[config.mk]
export PLATFORM = sky130hd
export DESIGN_NAME = timer_irq_enable_gating
export DESIGN_NICKNAME = d
export VERILOG_FILES = /design/src/inc/tmr_pkg.sv /design/src/rtl/timer_irq_enable_gating.sv /design/src/rtl/axil_slave.sv /design/src/rtl/chan_flags.sv
export SDC_FILE = /design/constraint.sdc
export NUM_CORES = 1
export LEC_CHECK = 0
export ABC_AREA = 0
export BUFFER_PORTS_ARGS = -buffer_cell sky130_fd_sc_hd__buf_2
export CAP_MARGIN = 20
export CELL_PAD_IN_SITES_DETAIL_PLACEMENT = 1
export CELL_PAD_IN_SITES_GLOBAL_PLACEMENT = 1
export CORE_ASPECT_RATIO = 1.5
export CORE_UTILIZATION = 25
export CTS_BUF_LIST = sky130_fd_sc_hd__clkbuf_8 sky130_fd_sc_hd__clkbuf_16
export CTS_CLUSTER_SIZE = 10
export DETAILED_ROUTE_END_ITERATION = 7
export GPL_TIMING_DRIVEN = 0
export PLACE_DENSITY_LB_ADDON = 0.1
export SLEW_MARGIN = 10
export SYNTH_ARGS = -nofsm -noshare
export SYNTH_HDL_FRONTEND = slang
export SYNTH_SLANG_ARGS = --single-unit
export TNS_END_PERCENT = 50
[constraint.sdc]
create_clock -name aclk -period 2.3 [get_ports aclk]
set_input_delay 0.23 -clock aclk [delete_from_list [all_inputs] [get_ports aclk]]
set_output_delay 0.23 -clock aclk [all_outputs]
set_load 0.005 [all_outputs]
[src/inc/tmr_pkg.sv]
/*
 Shared constants, types and the address decoder of the six-channel
 timer interrupt-enable block. Assumes an 8-bit byte address from an
 AXI4-Lite slave and 32-bit data words.
*/
package tmr_pkg;
    localparam int NCH = 6;
    localparam logic [2:0] NCH_IDX = 3'h6;
    // register byte offsets
    localparam logic [7:0] EN_BASE = 8'h00;
    localparam logic [7:0] ST_BASE = 8'h20;
    localparam logic [7:0] IRQ_ST_OFF = 8'h40;
    localparam logic [7:0] IRQ_MASK_OFF = 8'h44;
    // enable register field positions
    localparam int TRIG_BIT = 7;
    localparam int RSV_BIT = 6;
    localparam int UNF_BIT = 5;
    localparam int OVF_BIT = 4;
    localparam int D_BIT = 3;
    localparam int C_BIT = 2;
    localparam int B_BIT = 1;
    localparam int A_BIT = 0;
    // values after reset and fixed bits
    localparam logic [7:0] EN_RST = 8'h00;
    localparam logic [7:0] EN_RSV_ONE = 8'h40;
    localparam logic [7:0] ST_RSV_ONE = 8'hc0;
    localparam logic [5:0] FLAG_RST = 6'h00;
    localparam logic [5:0] PEND_RST = 6'h00;
    localparam logic [5:0] MASK_RST = 6'h00;
    // writable enable bits
    localparam logic [7:0] EN_WR_COMMON = 8'h93;
    localparam logic [7:0] EN_WR_UNF = 8'h20;
    localparam logic [7:0] EN_WR_CD = 8'h0c;
    // channels owning underflow (1,2,4,5) and compare c/d (0,3)
    localparam logic [5:0] HAS_UNF = 6'h36;
    localparam logic [5:0] HAS_CD = 6'h09;
    localparam logic [15:0] CNT_MAX = 16'hffff;
    localparam logic [15:0] CNT_ZERO = 16'h0000;
    localparam logic [1:0] RESP_OKAY = 2'h0;
    localparam logic [1:0] RESP_SLVERR = 2'h2;

    typedef struct packed {
        logic unf;
        logic ovf;
        logic d;
        logic c;
        logic b;
        logic a;
    } chan_flags_t;

    typedef struct packed {
        logic [7:0] addr;
        logic [31:0] data;
        logic [3:0] strb;
    } wr_req_t;

    typedef enum logic [1:0] {
        REG_EN = 2'h0,
        REG_ST = 2'h1,
        REG_IRQ = 2'h3,
        REG_NONE = 2'h2
    } reg_kind_t;

    typedef struct packed {
        reg_kind_t kind;
        logic [2:0] idx;
    } dec_t;

    function automatic dec_t decode(input logic [7:0] a);
        dec_t d;
        d.kind = REG_NONE;
        d.idx = a[4:2];
        if (a[1:0] == 2'h0) begin
            if (a[7:5] == EN_BASE[7:5] && d.idx < NCH_IDX) begin
                d.kind = REG_EN;
            end else if (a[7:5] == ST_BASE[7:5] && d.idx < NCH_IDX) begin
                d.kind = REG_ST;
            end else if (a == IRQ_ST_OFF || a == IRQ_MASK_OFF) begin
                d.kind = REG_IRQ;
            end
        end
        return d;
    endfunction : decode

    function automatic logic [7:0] en_wmask(input int n);
        return EN_WR_COMMON | (HAS_UNF[n] ? EN_WR_UNF : 8'h00)
            | (HAS_CD[n] ? EN_WR_CD : 8'h00);
    endfunction : en_wmask
endpackage : tmr_pkg

[src/rtl/timer_irq_enable_gating.sv]
/*
 Interrupt-enable gating of a six-channel 16-bit timer: per-channel
 enable registers, status flags, request outputs, converter trigger and
 a summary interrupt, all reached over AXI4-Lite.
 Assumes counter values and compare events come from logic on aclk.
*/
// Notes on behaviour
// six readable, writable 8-bit enable registers
// bit 7 gates converter start on A
// bit 6 reads one, writes ignored
// bit 5 gates the underflow request
// bit 5 absent in channels 0, 3
// bit 4 gates the overflow request
// bit 3 gates the compare-D request
// bit 3 absent in channels 1,2,4,5
// bit 2 gates the compare-C request
// bit 2 absent in channels 1,2,4,5
// bit 1 gates the compare-B request
// bit 0 gates the compare-A request
// overflow flag on counter ffff to 0000
// underflow flag on counter 0000 to ffff
// flag clears only by read-one, write-zero
// request follows enable and flag, drops next cycle
`timescale 1ns/1ps
`default_nettype none
module timer_irq_enable_gating (
    // clock and reset
    input wire logic aclk,
    input wire logic aresetn,
    // axi4-lite write
    input wire logic [7:0] awaddr,
    input wire logic awvalid,
    output logic awready,
    input wire logic [31:0] wdata,
    input wire logic [3:0] wstrb,
    input wire logic wvalid,
    output logic wready,
    output logic [1:0] bresp,
    output logic bvalid,
    input wire logic bready,
    // axi4-lite read
    input wire logic [7:0] araddr,
    input wire logic arvalid,
    output logic arready,
    output logic [31:0] rdata,
    output logic [1:0] rresp,
    output logic rvalid,
    input wire logic rready,
    // timer core
    input wire logic [5:0][15:0] chan_counter,
    input wire logic [5:0][3:0] cmp_evt,
    // requests
    output logic [5:0] underflow_irq_req,
    output logic [5:0] overflow_irq_req,
    output logic [5:0] cmp_d_irq_req,
    output logic [5:0] cmp_c_irq_req,
    output logic [5:0] cmp_b_irq_req,
    output logic [5:0] cmp_a_irq_req,
    output logic [5:0] conv_start_req,
    output logic irq
);
    localparam int N = tmr_pkg::NCH;

    logic wr_stb;
    tmr_pkg::wr_req_t wr;
    logic wr_err;
    logic rd_stb;
    logic [7:0] rd_addr;
    logic [31:0] rd_data;
    logic rd_err;
    tmr_pkg::dec_t wdec;
    tmr_pkg::dec_t rdec;

    logic [7:0] en_q [N];
    tmr_pkg::chan_flags_t flags [N];
    tmr_pkg::chan_flags_t set_ev [N];
    tmr_pkg::chan_flags_t req_q [N];
    logic [15:0] cnt_prev_q [N];
    logic [5:0] cnt_seen_q;
    logic [5:0] w_en_hit;
    logic [5:0] w_st_hit;
    logic [5:0] r_st_hit;
    logic [5:0] req_any;
    logic [5:0] req_any_q;
    logic [5:0] conv_q;
    logic [5:0] pend_q;
    logic [5:0] mask_q;
    logic [5:0] pend_clr;
    logic w_pend;
    logic w_mask;
    logic irq_q;

    axil_slave u_bus (
        .aclk(aclk),
        .aresetn(aresetn),
        .awaddr(awaddr),
        .awvalid(awvalid),
        .awready(awready),
        .wdata(wdata),
        .wstrb(wstrb),
        .wvalid(wvalid),
        .wready(wready),
        .bresp(bresp),
        .bvalid(bvalid),
        .bready(bready),
        .araddr(araddr),
        .arvalid(arvalid),
        .arready(arready),
        .rdata(rdata),
        .rresp(rresp),
        .rvalid(rvalid),
        .rready(rready),
        .wr_stb(wr_stb),
        .wr(wr),
        .wr_err(wr_err),
        .rd_stb(rd_stb),
        .rd_addr(rd_addr),
        .rd_data(rd_data),
        .rd_err(rd_err)
    );

    // address decode
    assign wdec = tmr_pkg::decode(wr.addr);
    assign rdec = tmr_pkg::decode(rd_addr);
    assign wr_err = (wdec.kind == tmr_pkg::REG_NONE);
    assign rd_err = (rdec.kind == tmr_pkg::REG_NONE);
    assign w_pend = wr_stb & wr.strb[0] & (wdec.kind == tmr_pkg::REG_IRQ)
        & ~wdec.idx[0];
    assign w_mask = wr_stb & wr.strb[0] & (wdec.kind == tmr_pkg::REG_IRQ)
        & wdec.idx[0];
    assign pend_clr = w_pend ? wr.data[5:0] : 6'h00;

    // read mux; fixed bits are forced here, never stored
    always_comb begin
        rd_data = 32'h0;
        case (rdec.kind)
            tmr_pkg::REG_EN: begin
                rd_data[7:0] = en_q[rdec.idx] | tmr_pkg::EN_RSV_ONE;
            end
            tmr_pkg::REG_ST: begin
                rd_data[7:0] = tmr_pkg::ST_RSV_ONE | {2'h0, flags[rdec.idx]};
            end
            tmr_pkg::REG_IRQ: begin
                rd_data[5:0] = rdec.idx[0] ? mask_q : pend_q;
            end
            default: begin
                rd_data = 32'h0;
            end
        endcase
    end

    for (genvar n = 0; n < N; n++) begin : g_ch
        localparam logic [7:0] WMASK = tmr_pkg::en_wmask(n);
        localparam logic [5:0] IMPL = {tmr_pkg::HAS_UNF[n], 1'b1,
            tmr_pkg::HAS_CD[n], tmr_pkg::HAS_CD[n], 2'h3};

        assign w_en_hit[n] = wr_stb & wr.strb[0]
            & (wdec.kind == tmr_pkg::REG_EN) & (wdec.idx == 3'(n));
        assign w_st_hit[n] = wr_stb & wr.strb[0]
            & (wdec.kind == tmr_pkg::REG_ST) & (wdec.idx == 3'(n));
        assign r_st_hit[n] = rd_stb
            & (rdec.kind == tmr_pkg::REG_ST) & (rdec.idx == 3'(n));

        // absent and reserved bits never store a one
        always_ff @(posedge aclk) begin
            if (!aresetn) begin
                en_q[n] <= tmr_pkg::EN_RST;
            end else if (w_en_hit[n]) begin
                en_q[n] <= wr.data[7:0] & WMASK;
            end
        end

        // first sample after reset only primes the wrap detector
        always_ff @(posedge aclk) begin
            if (!aresetn) begin
                cnt_prev_q[n] <= tmr_pkg::CNT_ZERO;
                cnt_seen_q[n] <= 1'b0;
            end else begin
                cnt_prev_q[n] <= chan_counter[n];
                cnt_seen_q[n] <= 1'b1;
            end
        end

        always_comb begin
            set_ev[n].ovf = cnt_seen_q[n] & (cnt_prev_q[n] == tmr_pkg::CNT_MAX)
                & (chan_counter[n] == tmr_pkg::CNT_ZERO);
            set_ev[n].unf = cnt_seen_q[n] & (cnt_prev_q[n] == tmr_pkg::CNT_ZERO)
                & (chan_counter[n] == tmr_pkg::CNT_MAX);
            set_ev[n].d = cmp_evt[n][3];
            set_ev[n].c = cmp_evt[n][2];
            set_ev[n].b = cmp_evt[n][1];
            set_ev[n].a = cmp_evt[n][0];
        end

        chan_flags #(
            .IMPL(IMPL)
        ) u_flags (
            .aclk(aclk),
            .aresetn(aresetn),
            .set(set_ev[n]),
            .rd_stb(r_st_hit[n]),
            .wr_stb(w_st_hit[n]),
            .wr_val(wr.data[5:0]),
            .flags(flags[n])
        );

        // enable bits 5..0 line up with flag bits 5..0
        always_ff @(posedge aclk) begin
            if (!aresetn) begin
                req_q[n] <= '0;
            end else begin
                req_q[n] <= tmr_pkg::chan_flags_t'(en_q[n][5:0] & flags[n]);
            end
        end

        assign underflow_irq_req[n] = req_q[n].unf;
        assign overflow_irq_req[n] = req_q[n].ovf;
        assign cmp_d_irq_req[n] = req_q[n].d;
        assign cmp_c_irq_req[n] = req_q[n].c;
        assign cmp_b_irq_req[n] = req_q[n].b;
        assign cmp_a_irq_req[n] = req_q[n].a;
        assign req_any[n] = |(en_q[n][5:0] & flags[n]);

        // trigger is a pulse per event, not a level
        always_ff @(posedge aclk) begin
            if (!aresetn) begin
                conv_q[n] <= 1'b0;
            end else begin
                conv_q[n] <= en_q[n][tmr_pkg::TRIG_BIT] & cmp_evt[n][0];
            end
        end

        a_trig_on_a: assert property (@(posedge aclk) disable iff (!aresetn)
            (cmp_evt[n][0] && en_q[n][tmr_pkg::TRIG_BIT]) |=> conv_start_req[n])
            else $error("converter start missing");
        a_trig_off: assert property (@(posedge aclk) disable iff (!aresetn)
            !en_q[n][tmr_pkg::TRIG_BIT] |=> !conv_start_req[n])
            else $error("converter start while disabled");
        a_en_write: assert property (@(posedge aclk) disable iff (!aresetn)
            w_en_hit[n] |=> ##1 (rd_data[7:0] == ($past(wr.data[7:0], 2) & WMASK
            | tmr_pkg::EN_RSV_ONE)) || !(rdec.kind == tmr_pkg::REG_EN
            && rdec.idx == 3'(n)))
            else $error("enable readback wrong");
        a_unf_absent: assert property (@(posedge aclk) disable iff (!aresetn)
            !tmr_pkg::HAS_UNF[n] |-> (!en_q[n][5] && !underflow_irq_req[n]))
            else $error("underflow bit present");
        a_d_absent: assert property (@(posedge aclk) disable iff (!aresetn)
            !tmr_pkg::HAS_CD[n] |-> (!en_q[n][3] && !cmp_d_irq_req[n]))
            else $error("compare d bit present");
        a_c_absent: assert property (@(posedge aclk) disable iff (!aresetn)
            !tmr_pkg::HAS_CD[n] |-> (!en_q[n][2] && !cmp_c_irq_req[n]))
            else $error("compare c bit present");
        a_ovf_flag: assert property (@(posedge aclk) disable iff (!aresetn)
            (cnt_seen_q[n] && cnt_prev_q[n] == tmr_pkg::CNT_MAX
            && chan_counter[n] == tmr_pkg::CNT_ZERO) |=> flags[n].ovf)
            else $error("overflow flag not set");
        a_unf_flag: assert property (@(posedge aclk) disable iff (!aresetn)
            (tmr_pkg::HAS_UNF[n] && cnt_seen_q[n]
            && cnt_prev_q[n] == tmr_pkg::CNT_ZERO
            && chan_counter[n] == tmr_pkg::CNT_MAX) |=> flags[n].unf)
            else $error("underflow flag not set");
        a_ovf_req: assert property (@(posedge aclk) disable iff (!aresetn)
            (set_ev[n].ovf && en_q[n][4] && !wr_stb) |-> ##2 overflow_irq_req[n])
            else $error("overflow request missing");
        a_unf_req: assert property (@(posedge aclk) disable iff (!aresetn)
            (set_ev[n].unf && en_q[n][5] && !wr_stb) |-> ##2 underflow_irq_req[n])
            else $error("underflow request missing");
        a_d_req: assert property (@(posedge aclk) disable iff (!aresetn)
            (cmp_evt[n][3] && en_q[n][3] && !wr_stb) |-> ##2 cmp_d_irq_req[n])
            else $error("compare d request missing");
        a_c_req: assert property (@(posedge aclk) disable iff (!aresetn)
            (cmp_evt[n][2] && en_q[n][2] && !wr_stb) |-> ##2 cmp_c_irq_req[n])
            else $error("compare c request missing");
        a_b_req: assert property (@(posedge aclk) disable iff (!aresetn)
            (cmp_evt[n][1] && en_q[n][1] && !wr_stb) |-> ##2 cmp_b_irq_req[n])
            else $error("compare b request missing");
        a_a_req: assert property (@(posedge aclk) disable iff (!aresetn)
            (cmp_evt[n][0] && en_q[n][0] && !wr_stb) |-> ##2 cmp_a_irq_req[n])
            else $error("compare a request missing");
        a_req_drop: assert property (@(posedge aclk) disable iff (!aresetn)
            (overflow_irq_req[n] && !(en_q[n][4] && flags[n].ovf))
            |=> !overflow_irq_req[n])
            else $error("request held after cause gone");
    end

    assign conv_start_req = conv_q;

    // summary: a channel pends when its enabled, set flags go from none to at least one
    always_ff @(posedge aclk) begin
        if (!aresetn) begin
            req_any_q <= 6'h00;
            pend_q <= tmr_pkg::PEND_RST;
        end else begin
            req_any_q <= req_any;
            pend_q <= (pend_q & ~pend_clr) | (req_any & ~req_any_q);
        end
    end

    always_ff @(posedge aclk) begin
        if (!aresetn) begin
            mask_q <= tmr_pkg::MASK_RST;
        end else if (w_mask) begin
            mask_q <= wr.data[5:0];
        end
    end

    always_ff @(posedge aclk) begin
        if (!aresetn) begin
            irq_q <= 1'b0;
        end else begin
            irq_q <= |(pend_q & mask_q);
        end
    end

    assign irq = irq_q;

    a_rsv_read_one: assert property (@(posedge aclk) disable iff (!aresetn)
        (rd_stb && rdec.kind == tmr_pkg::REG_EN) |=> (rvalid && rdata[6]))
        else $error("reserved bit read as zero");
    a_irq_follow: assert property (@(posedge aclk) disable iff (!aresetn)
        (|(pend_q & mask_q)) |=> irq)
        else $error("interrupt not raised");
    a_irq_quiet: assert property (@(posedge aclk) disable iff (!aresetn)
        !(|(pend_q & mask_q)) |=> !irq)
        else $error("interrupt without cause");

    c_trig_fire: cover property (@(posedge aclk) disable iff (!aresetn)
        |conv_start_req);
    c_ovf_req: cover property (@(posedge aclk) disable iff (!aresetn)
        |overflow_irq_req);
    c_flag_clear: cover property (@(posedge aclk) disable iff (!aresetn)
        |w_st_hit ##1 !flags[0].a);
    c_irq_out: cover property (@(posedge aclk) disable iff (!aresetn)
        !irq ##1 irq);
endmodule : timer_irq_enable_gating
`default_nettype wire

[src/rtl/axil_slave.sv]
/*
 AXI4-Lite slave front end: takes one write and one read at a time,
 hands a write strobe and a read strobe to the register file.
 Assumes the register file answers rd_data and both errors combinationally.
*/
`timescale 1ns/1ps
`default_nettype none
module axil_slave (
    // clock and reset
    input wire logic aclk,
    input wire logic aresetn,
    // write channels
    input wire logic [7:0] awaddr,
    input wire logic awvalid,
    output logic awready,
    input wire logic [31:0] wdata,
    input wire logic [3:0] wstrb,
    input wire logic wvalid,
    output logic wready,
    output logic [1:0] bresp,
    output logic bvalid,
    input wire logic bready,
    // read channels
    input wire logic [7:0] araddr,
    input wire logic arvalid,
    output logic arready,
    output logic [31:0] rdata,
    output logic [1:0] rresp,
    output logic rvalid,
    input wire logic rready,
    // register file side
    output logic wr_stb,
    output tmr_pkg::wr_req_t wr,
    input wire logic wr_err,
    output logic rd_stb,
    output logic [7:0] rd_addr,
    input wire logic [31:0] rd_data,
    input wire logic rd_err
);
    logic aw_ok_q;
    logic w_ok_q;

    assign wr_stb = aw_ok_q & w_ok_q;
    assign rd_stb = arvalid & arready;
    assign rd_addr = araddr;

    // ready stays low until the response is taken: one write in flight
    always_ff @(posedge aclk) begin
        if (!aresetn) begin
            awready <= 1'b1;
            wready <= 1'b1;
            aw_ok_q <= 1'b0;
            w_ok_q <= 1'b0;
            bvalid <= 1'b0;
            bresp <= tmr_pkg::RESP_OKAY;
            wr <= '0;
        end else begin
            awready <= (awready & ~awvalid) | (bvalid & bready);
            wready <= (wready & ~wvalid) | (bvalid & bready);
            if (awvalid && awready) begin
                aw_ok_q <= 1'b1;
                wr.addr <= awaddr;
            end
            if (wvalid && wready) begin
                w_ok_q <= 1'b1;
                wr.data <= wdata;
                wr.strb <= wstrb;
            end
            if (wr_stb) begin
                aw_ok_q <= 1'b0;
                w_ok_q <= 1'b0;
                bvalid <= 1'b1;
                bresp <= wr_err ? tmr_pkg::RESP_SLVERR : tmr_pkg::RESP_OKAY;
            end else if (bvalid && bready) begin
                bvalid <= 1'b0;
            end
        end
    end

    always_ff @(posedge aclk) begin
        if (!aresetn) begin
            arready <= 1'b1;
            rvalid <= 1'b0;
            rdata <= 32'h0;
            rresp <= tmr_pkg::RESP_OKAY;
        end else begin
            arready <= (arready & ~arvalid) | (rvalid & rready);
            if (rd_stb) begin
                rvalid <= 1'b1;
                rdata <= rd_data;
                rresp <= rd_err ? tmr_pkg::RESP_SLVERR : tmr_pkg::RESP_OKAY;
            end else if (rvalid && rready) begin
                rvalid <= 1'b0;
            end
        end
    end
endmodule : axil_slave
`default_nettype wire

[src/rtl/chan_flags.sv]
/*
 Status flags of one timer channel with read-then-write-zero clearing.
 Assumes set pulses and strobes come from logic on aclk.
*/
`timescale 1ns/1ps
`default_nettype none
module chan_flags #(
    parameter logic [5:0] IMPL = 6'h3f
) (
    // clock and reset
    input wire logic aclk,
    input wire logic aresetn,
    // flag events, one-cycle pulses
    input wire tmr_pkg::chan_flags_t set,
    // status register access
    input wire logic rd_stb,
    input wire logic wr_stb,
    input wire logic [5:0] wr_val,
    // flag state
    output var tmr_pkg::chan_flags_t flags
);
    logic [5:0] flag_q;
    logic [5:0] arm_q;
    logic [5:0] clr;

    // only bits seen as one by the last read may be cleared
    assign clr = arm_q & ~wr_val & {6{wr_stb}};
    assign flags = tmr_pkg::chan_flags_t'(flag_q);

    // set after clear: an event in the clearing cycle survives
    always_ff @(posedge aclk) begin
        if (!aresetn) begin
            flag_q <= tmr_pkg::FLAG_RST;
        end else begin
            flag_q <= ((flag_q & ~clr) | set) & IMPL;
        end
    end

    always_ff @(posedge aclk) begin
        if (!aresetn) begin
            arm_q <= 6'h00;
        end else if (rd_stb) begin
            arm_q <= flag_q & ~clr;
        end else if (wr_stb) begin
            arm_q <= 6'h00;
        end
    end

    a_clear_only_armed: assert property (@(posedge aclk) disable iff (!aresetn)
        ((~flag_q & $past(flag_q) & ~$past(clr)) == 6'h00))
        else $error("flag cleared without read then write zero");
    a_set_wins: assert property (@(posedge aclk) disable iff (!aresetn)
        ((set & IMPL) != 6'h00) |=> ((flag_q & $past(set & IMPL)) == $past(set & IMPL)))
        else $error("flag event lost");
endmodule : chan_flags
`default_nettype wire

==> run summary <==
Status: finished clean
Crit path capture type: flop
Unrepaired setup endpoints after global routing: false
Syn. warnings: 0
Synth cell count leaders: dfxtp_1, and2_1, nand2_1
Clock transition at path regs: 0.06 ns
Met3 Wirelength: 1.76 mm
Worst-margin pin slew: 1.09 ns
Slew margin rel.: 0.265
Ys async rst share: 0
CP Max Fanout: 10
Min Tclk post-route: 2.21 ns
Net Sw Frac: 0.253
Fillers: 4899
Clk root buf: clkbuf_16
Routed via count: 10100
Routed vias/inst: 4.79
Setup violators final: 0
Count of different cell masters after synthesis: 59
Synth top area cells: dfxtp_1, edfxtp_1, and2_1
# IOs: 263
Worst min path class: in2reg
Syn avg cell area: 9.56 µm²
Setup WS post-layout: 0.0937 ns
Cell internal pwr: 7.86 mW
Hold Fails Final Rpt: 0
Slew Viols, Final: 0
Grt ovf: 0
Critical path type: reg2reg
Share of cells above drive strength 1: 0.209
Final Net Count: 1700
Total detailed-routing wirelength: 43.7 mm
Pwr dens: 702 nW/µm²
Width of the die: 171 µm
Setup_tns: 0 ns
Gate power share: 0.100
Initial Utilization: 0.254
Worst endpoint required time: 2.74 ns
TritonCTS Sinks: 265
Core area: 42200 µm²
Seq pwr share: 0.477
M1 WL: 16.4 mm
Place WS: -0.829 ns
FF+latch count, synth: 265
Port buffer count: 188
Placer congestion estimate: 0.864
Yosys top cell by area: dfxtp_1
Antenna violations before repair: 5
Synthesized area: 10700 µm²
Layout area overhead: 39.5%
First-pass GRT wire length: 64.5 mm
TritonCTS clock tree: done
Full die area: 43800 µm²
Lkg Pwr: 6.13 nW
Maximum vdd ir drop: 581 µV
Antenna Nets Post-Route: 0
Worst EP arrival: 2.64 ns
P_sw: 2.66 mW
Iter 0 DRT Violations: 369
Share of the synthesized area in the top cell type: 0.434
Top-count cell post-synth: dfxtp_1
Top sig layer: met5
Cell count after synthesis: 1123
Met2 routed WL: 23.5 mm
Max frequency: 0.453 GHz
CP Launch Type: flop
Inserted Clock Buffers: 31
Clock latency at the later pin of the worst-skew pair: 0.59 ns
H-tree levels: 1
Layout Skew: 0.0197 ns
Layout Utilization: 0.355
Vias in the first global route: 10700
Post-synth top flop: dfxtp_1
Number of synthesized flops with an enable pin: 32
Pre-antenna DRT Iters: 4
Gr usage total: 0.200
Max Root-Sink Buffers: 3
Number of core rows: 92
Final Cycle Share: 0.959
Clock Power Share: 0.423
Die height: 256 µm
DRC errors left: 0
Number of max-cap violations: 0
Register area share after synthesis: 0.524
Largest net degree at the start of global routing: 17
Avg WL per Cell: 20.8 µm
DP Wirelength: 32.9 mm
power by group through the flow:
stage / Clock (mW) / Combinational [mW] / Sequential (mW)
floorplan: 0 / 0.452 / 5.05
global placement: 0 / 0.860 / 5.11
detailed placement: 0 / 0.865 / 5.11
CTS: 4.58 / 1.05 / 5.02
global route: 4.76 / 1.16 / 5.04
finish: 4.44 / 1.05 / 5.02
critical path, stage by stage (launching register included):
cell      delay [ns]
dfxtp_1         0.29
clkbuf_4        0.20
nor4b_4         0.36
a21oi_2         0.17
or4_1           0.66
nor3b_2         0.28
a211oi_1        0.07
per-stage QoR:
step	instance area [µm²]	cells	hold WS (ns)	total power [mW]
3_5_place_dp	12600	1914	0.434	5.98
3_3_place_gp	12500	1910	0.431	5.97
6_report	15000	2099	0.0320	10.5
4_1_cts	14900	2095	0.00278	10.7
5_1_grt	15000	2099	0.0294	11.0
2_1_floorplan	10900	1158	0.258	5.51
flip-flops by register name (all words and copies together), names as in the netlist, 6 cells and up:
| signal | cells |
|---|---|
| pend_q | 6 |
| en_q | 32 |
| conv_start_req | 6 |
| mask_q | 6 |
| req_q | 26 |
| g_ch.u_flags.flags | 26 |
| u_bus.wr | 16 |
| u_bus.rdata | 8 |
| g_ch.u_flags.arm_q | 26 |
| cnt_prev_q | 96 |
| req_any_q | 6 |
cell families after synthesis:
| group | after synthesis | synth area share |
|---|---|---|
| AO/OA/AOI/OAI | 192 | 0.115 |
| buffers and inverters | 121 | 0.0553 |
| flip-flops | 265 | 0.524 |
| multiplexers | 28 | 0.0269 |
| other | 1 | 0.000349 |
| AND/OR/NAND/NOR | 516 | 0.279 |
worst paths after layout:
path | start | to | slack [ns] | depth (start not counted)
max | u_bus.wr[39] | g_ch[3].u_flags.arm_q[3] | 0.09 | 6
min | wdata[5] | u_bus.wr[9] | 0.03 | 3
max reg2reg | u_bus.wr[39] | g_ch[3].u_flags.arm_q[3] | 0.09 | 6
min reg2reg | g_ch[3].u_flags.arm_q[4] | g_ch[3].u_flags.arm_q[4] | 0.46 | 2
placed cells by master (no fill, tap or decap), types with 19 or more instances in the layout:
cell             n
dfxtp_1        232
buf_2          192
dlygate4sd3_1  131
and2_1         104
nand2_1        100
and3_1          72
nand4_1         48
buf_4           46
a21oi_1         41
clkbuf_1        39
conb_1          36
inv_1           35
o21ai_0         35
nand3_1         32
edfxtp_1        32
clkbuf_16       31
nor4_1          29
nor2_1          23
nor3_1          22
mux2i_1         21
a31oi_1         20
a211oi_1        19
repair_timing:
action | CTS | global route
endpoints found under the hold margin | 138 | 0
pin swaps | 5 | 4
gates resized for setup | 28 | 11
setup endpoints to repair | 106 | 85
hold buffers | 131 | 0
setup buffers | 5 | 4
cell type report:
cell class	count	area, µm²	share of cell area
Antenna cell	1	2.50	0.000167
Clock inverter	12	63.8	0.00426
Tap cell	564	706	0.0471
Buffer	93	508	0.0339
Timing Repair Buffer	332	2350	0.157
Sequential cell	265	5630	0.376
Inverter	26	97.6	0.00652
Clock buffer	34	817	0.0545
Multi-Input combinational cell	772	4800	0.321
layer usage:
layer	global-route usage	vias to the layer above
li1	-	4818
met1	0.209	4896
met2	0.382	250
met3	0.0263	90
met4	0.0955	8
met5	0	-
No activity file was read; power rests on OpenSTA's default activity.
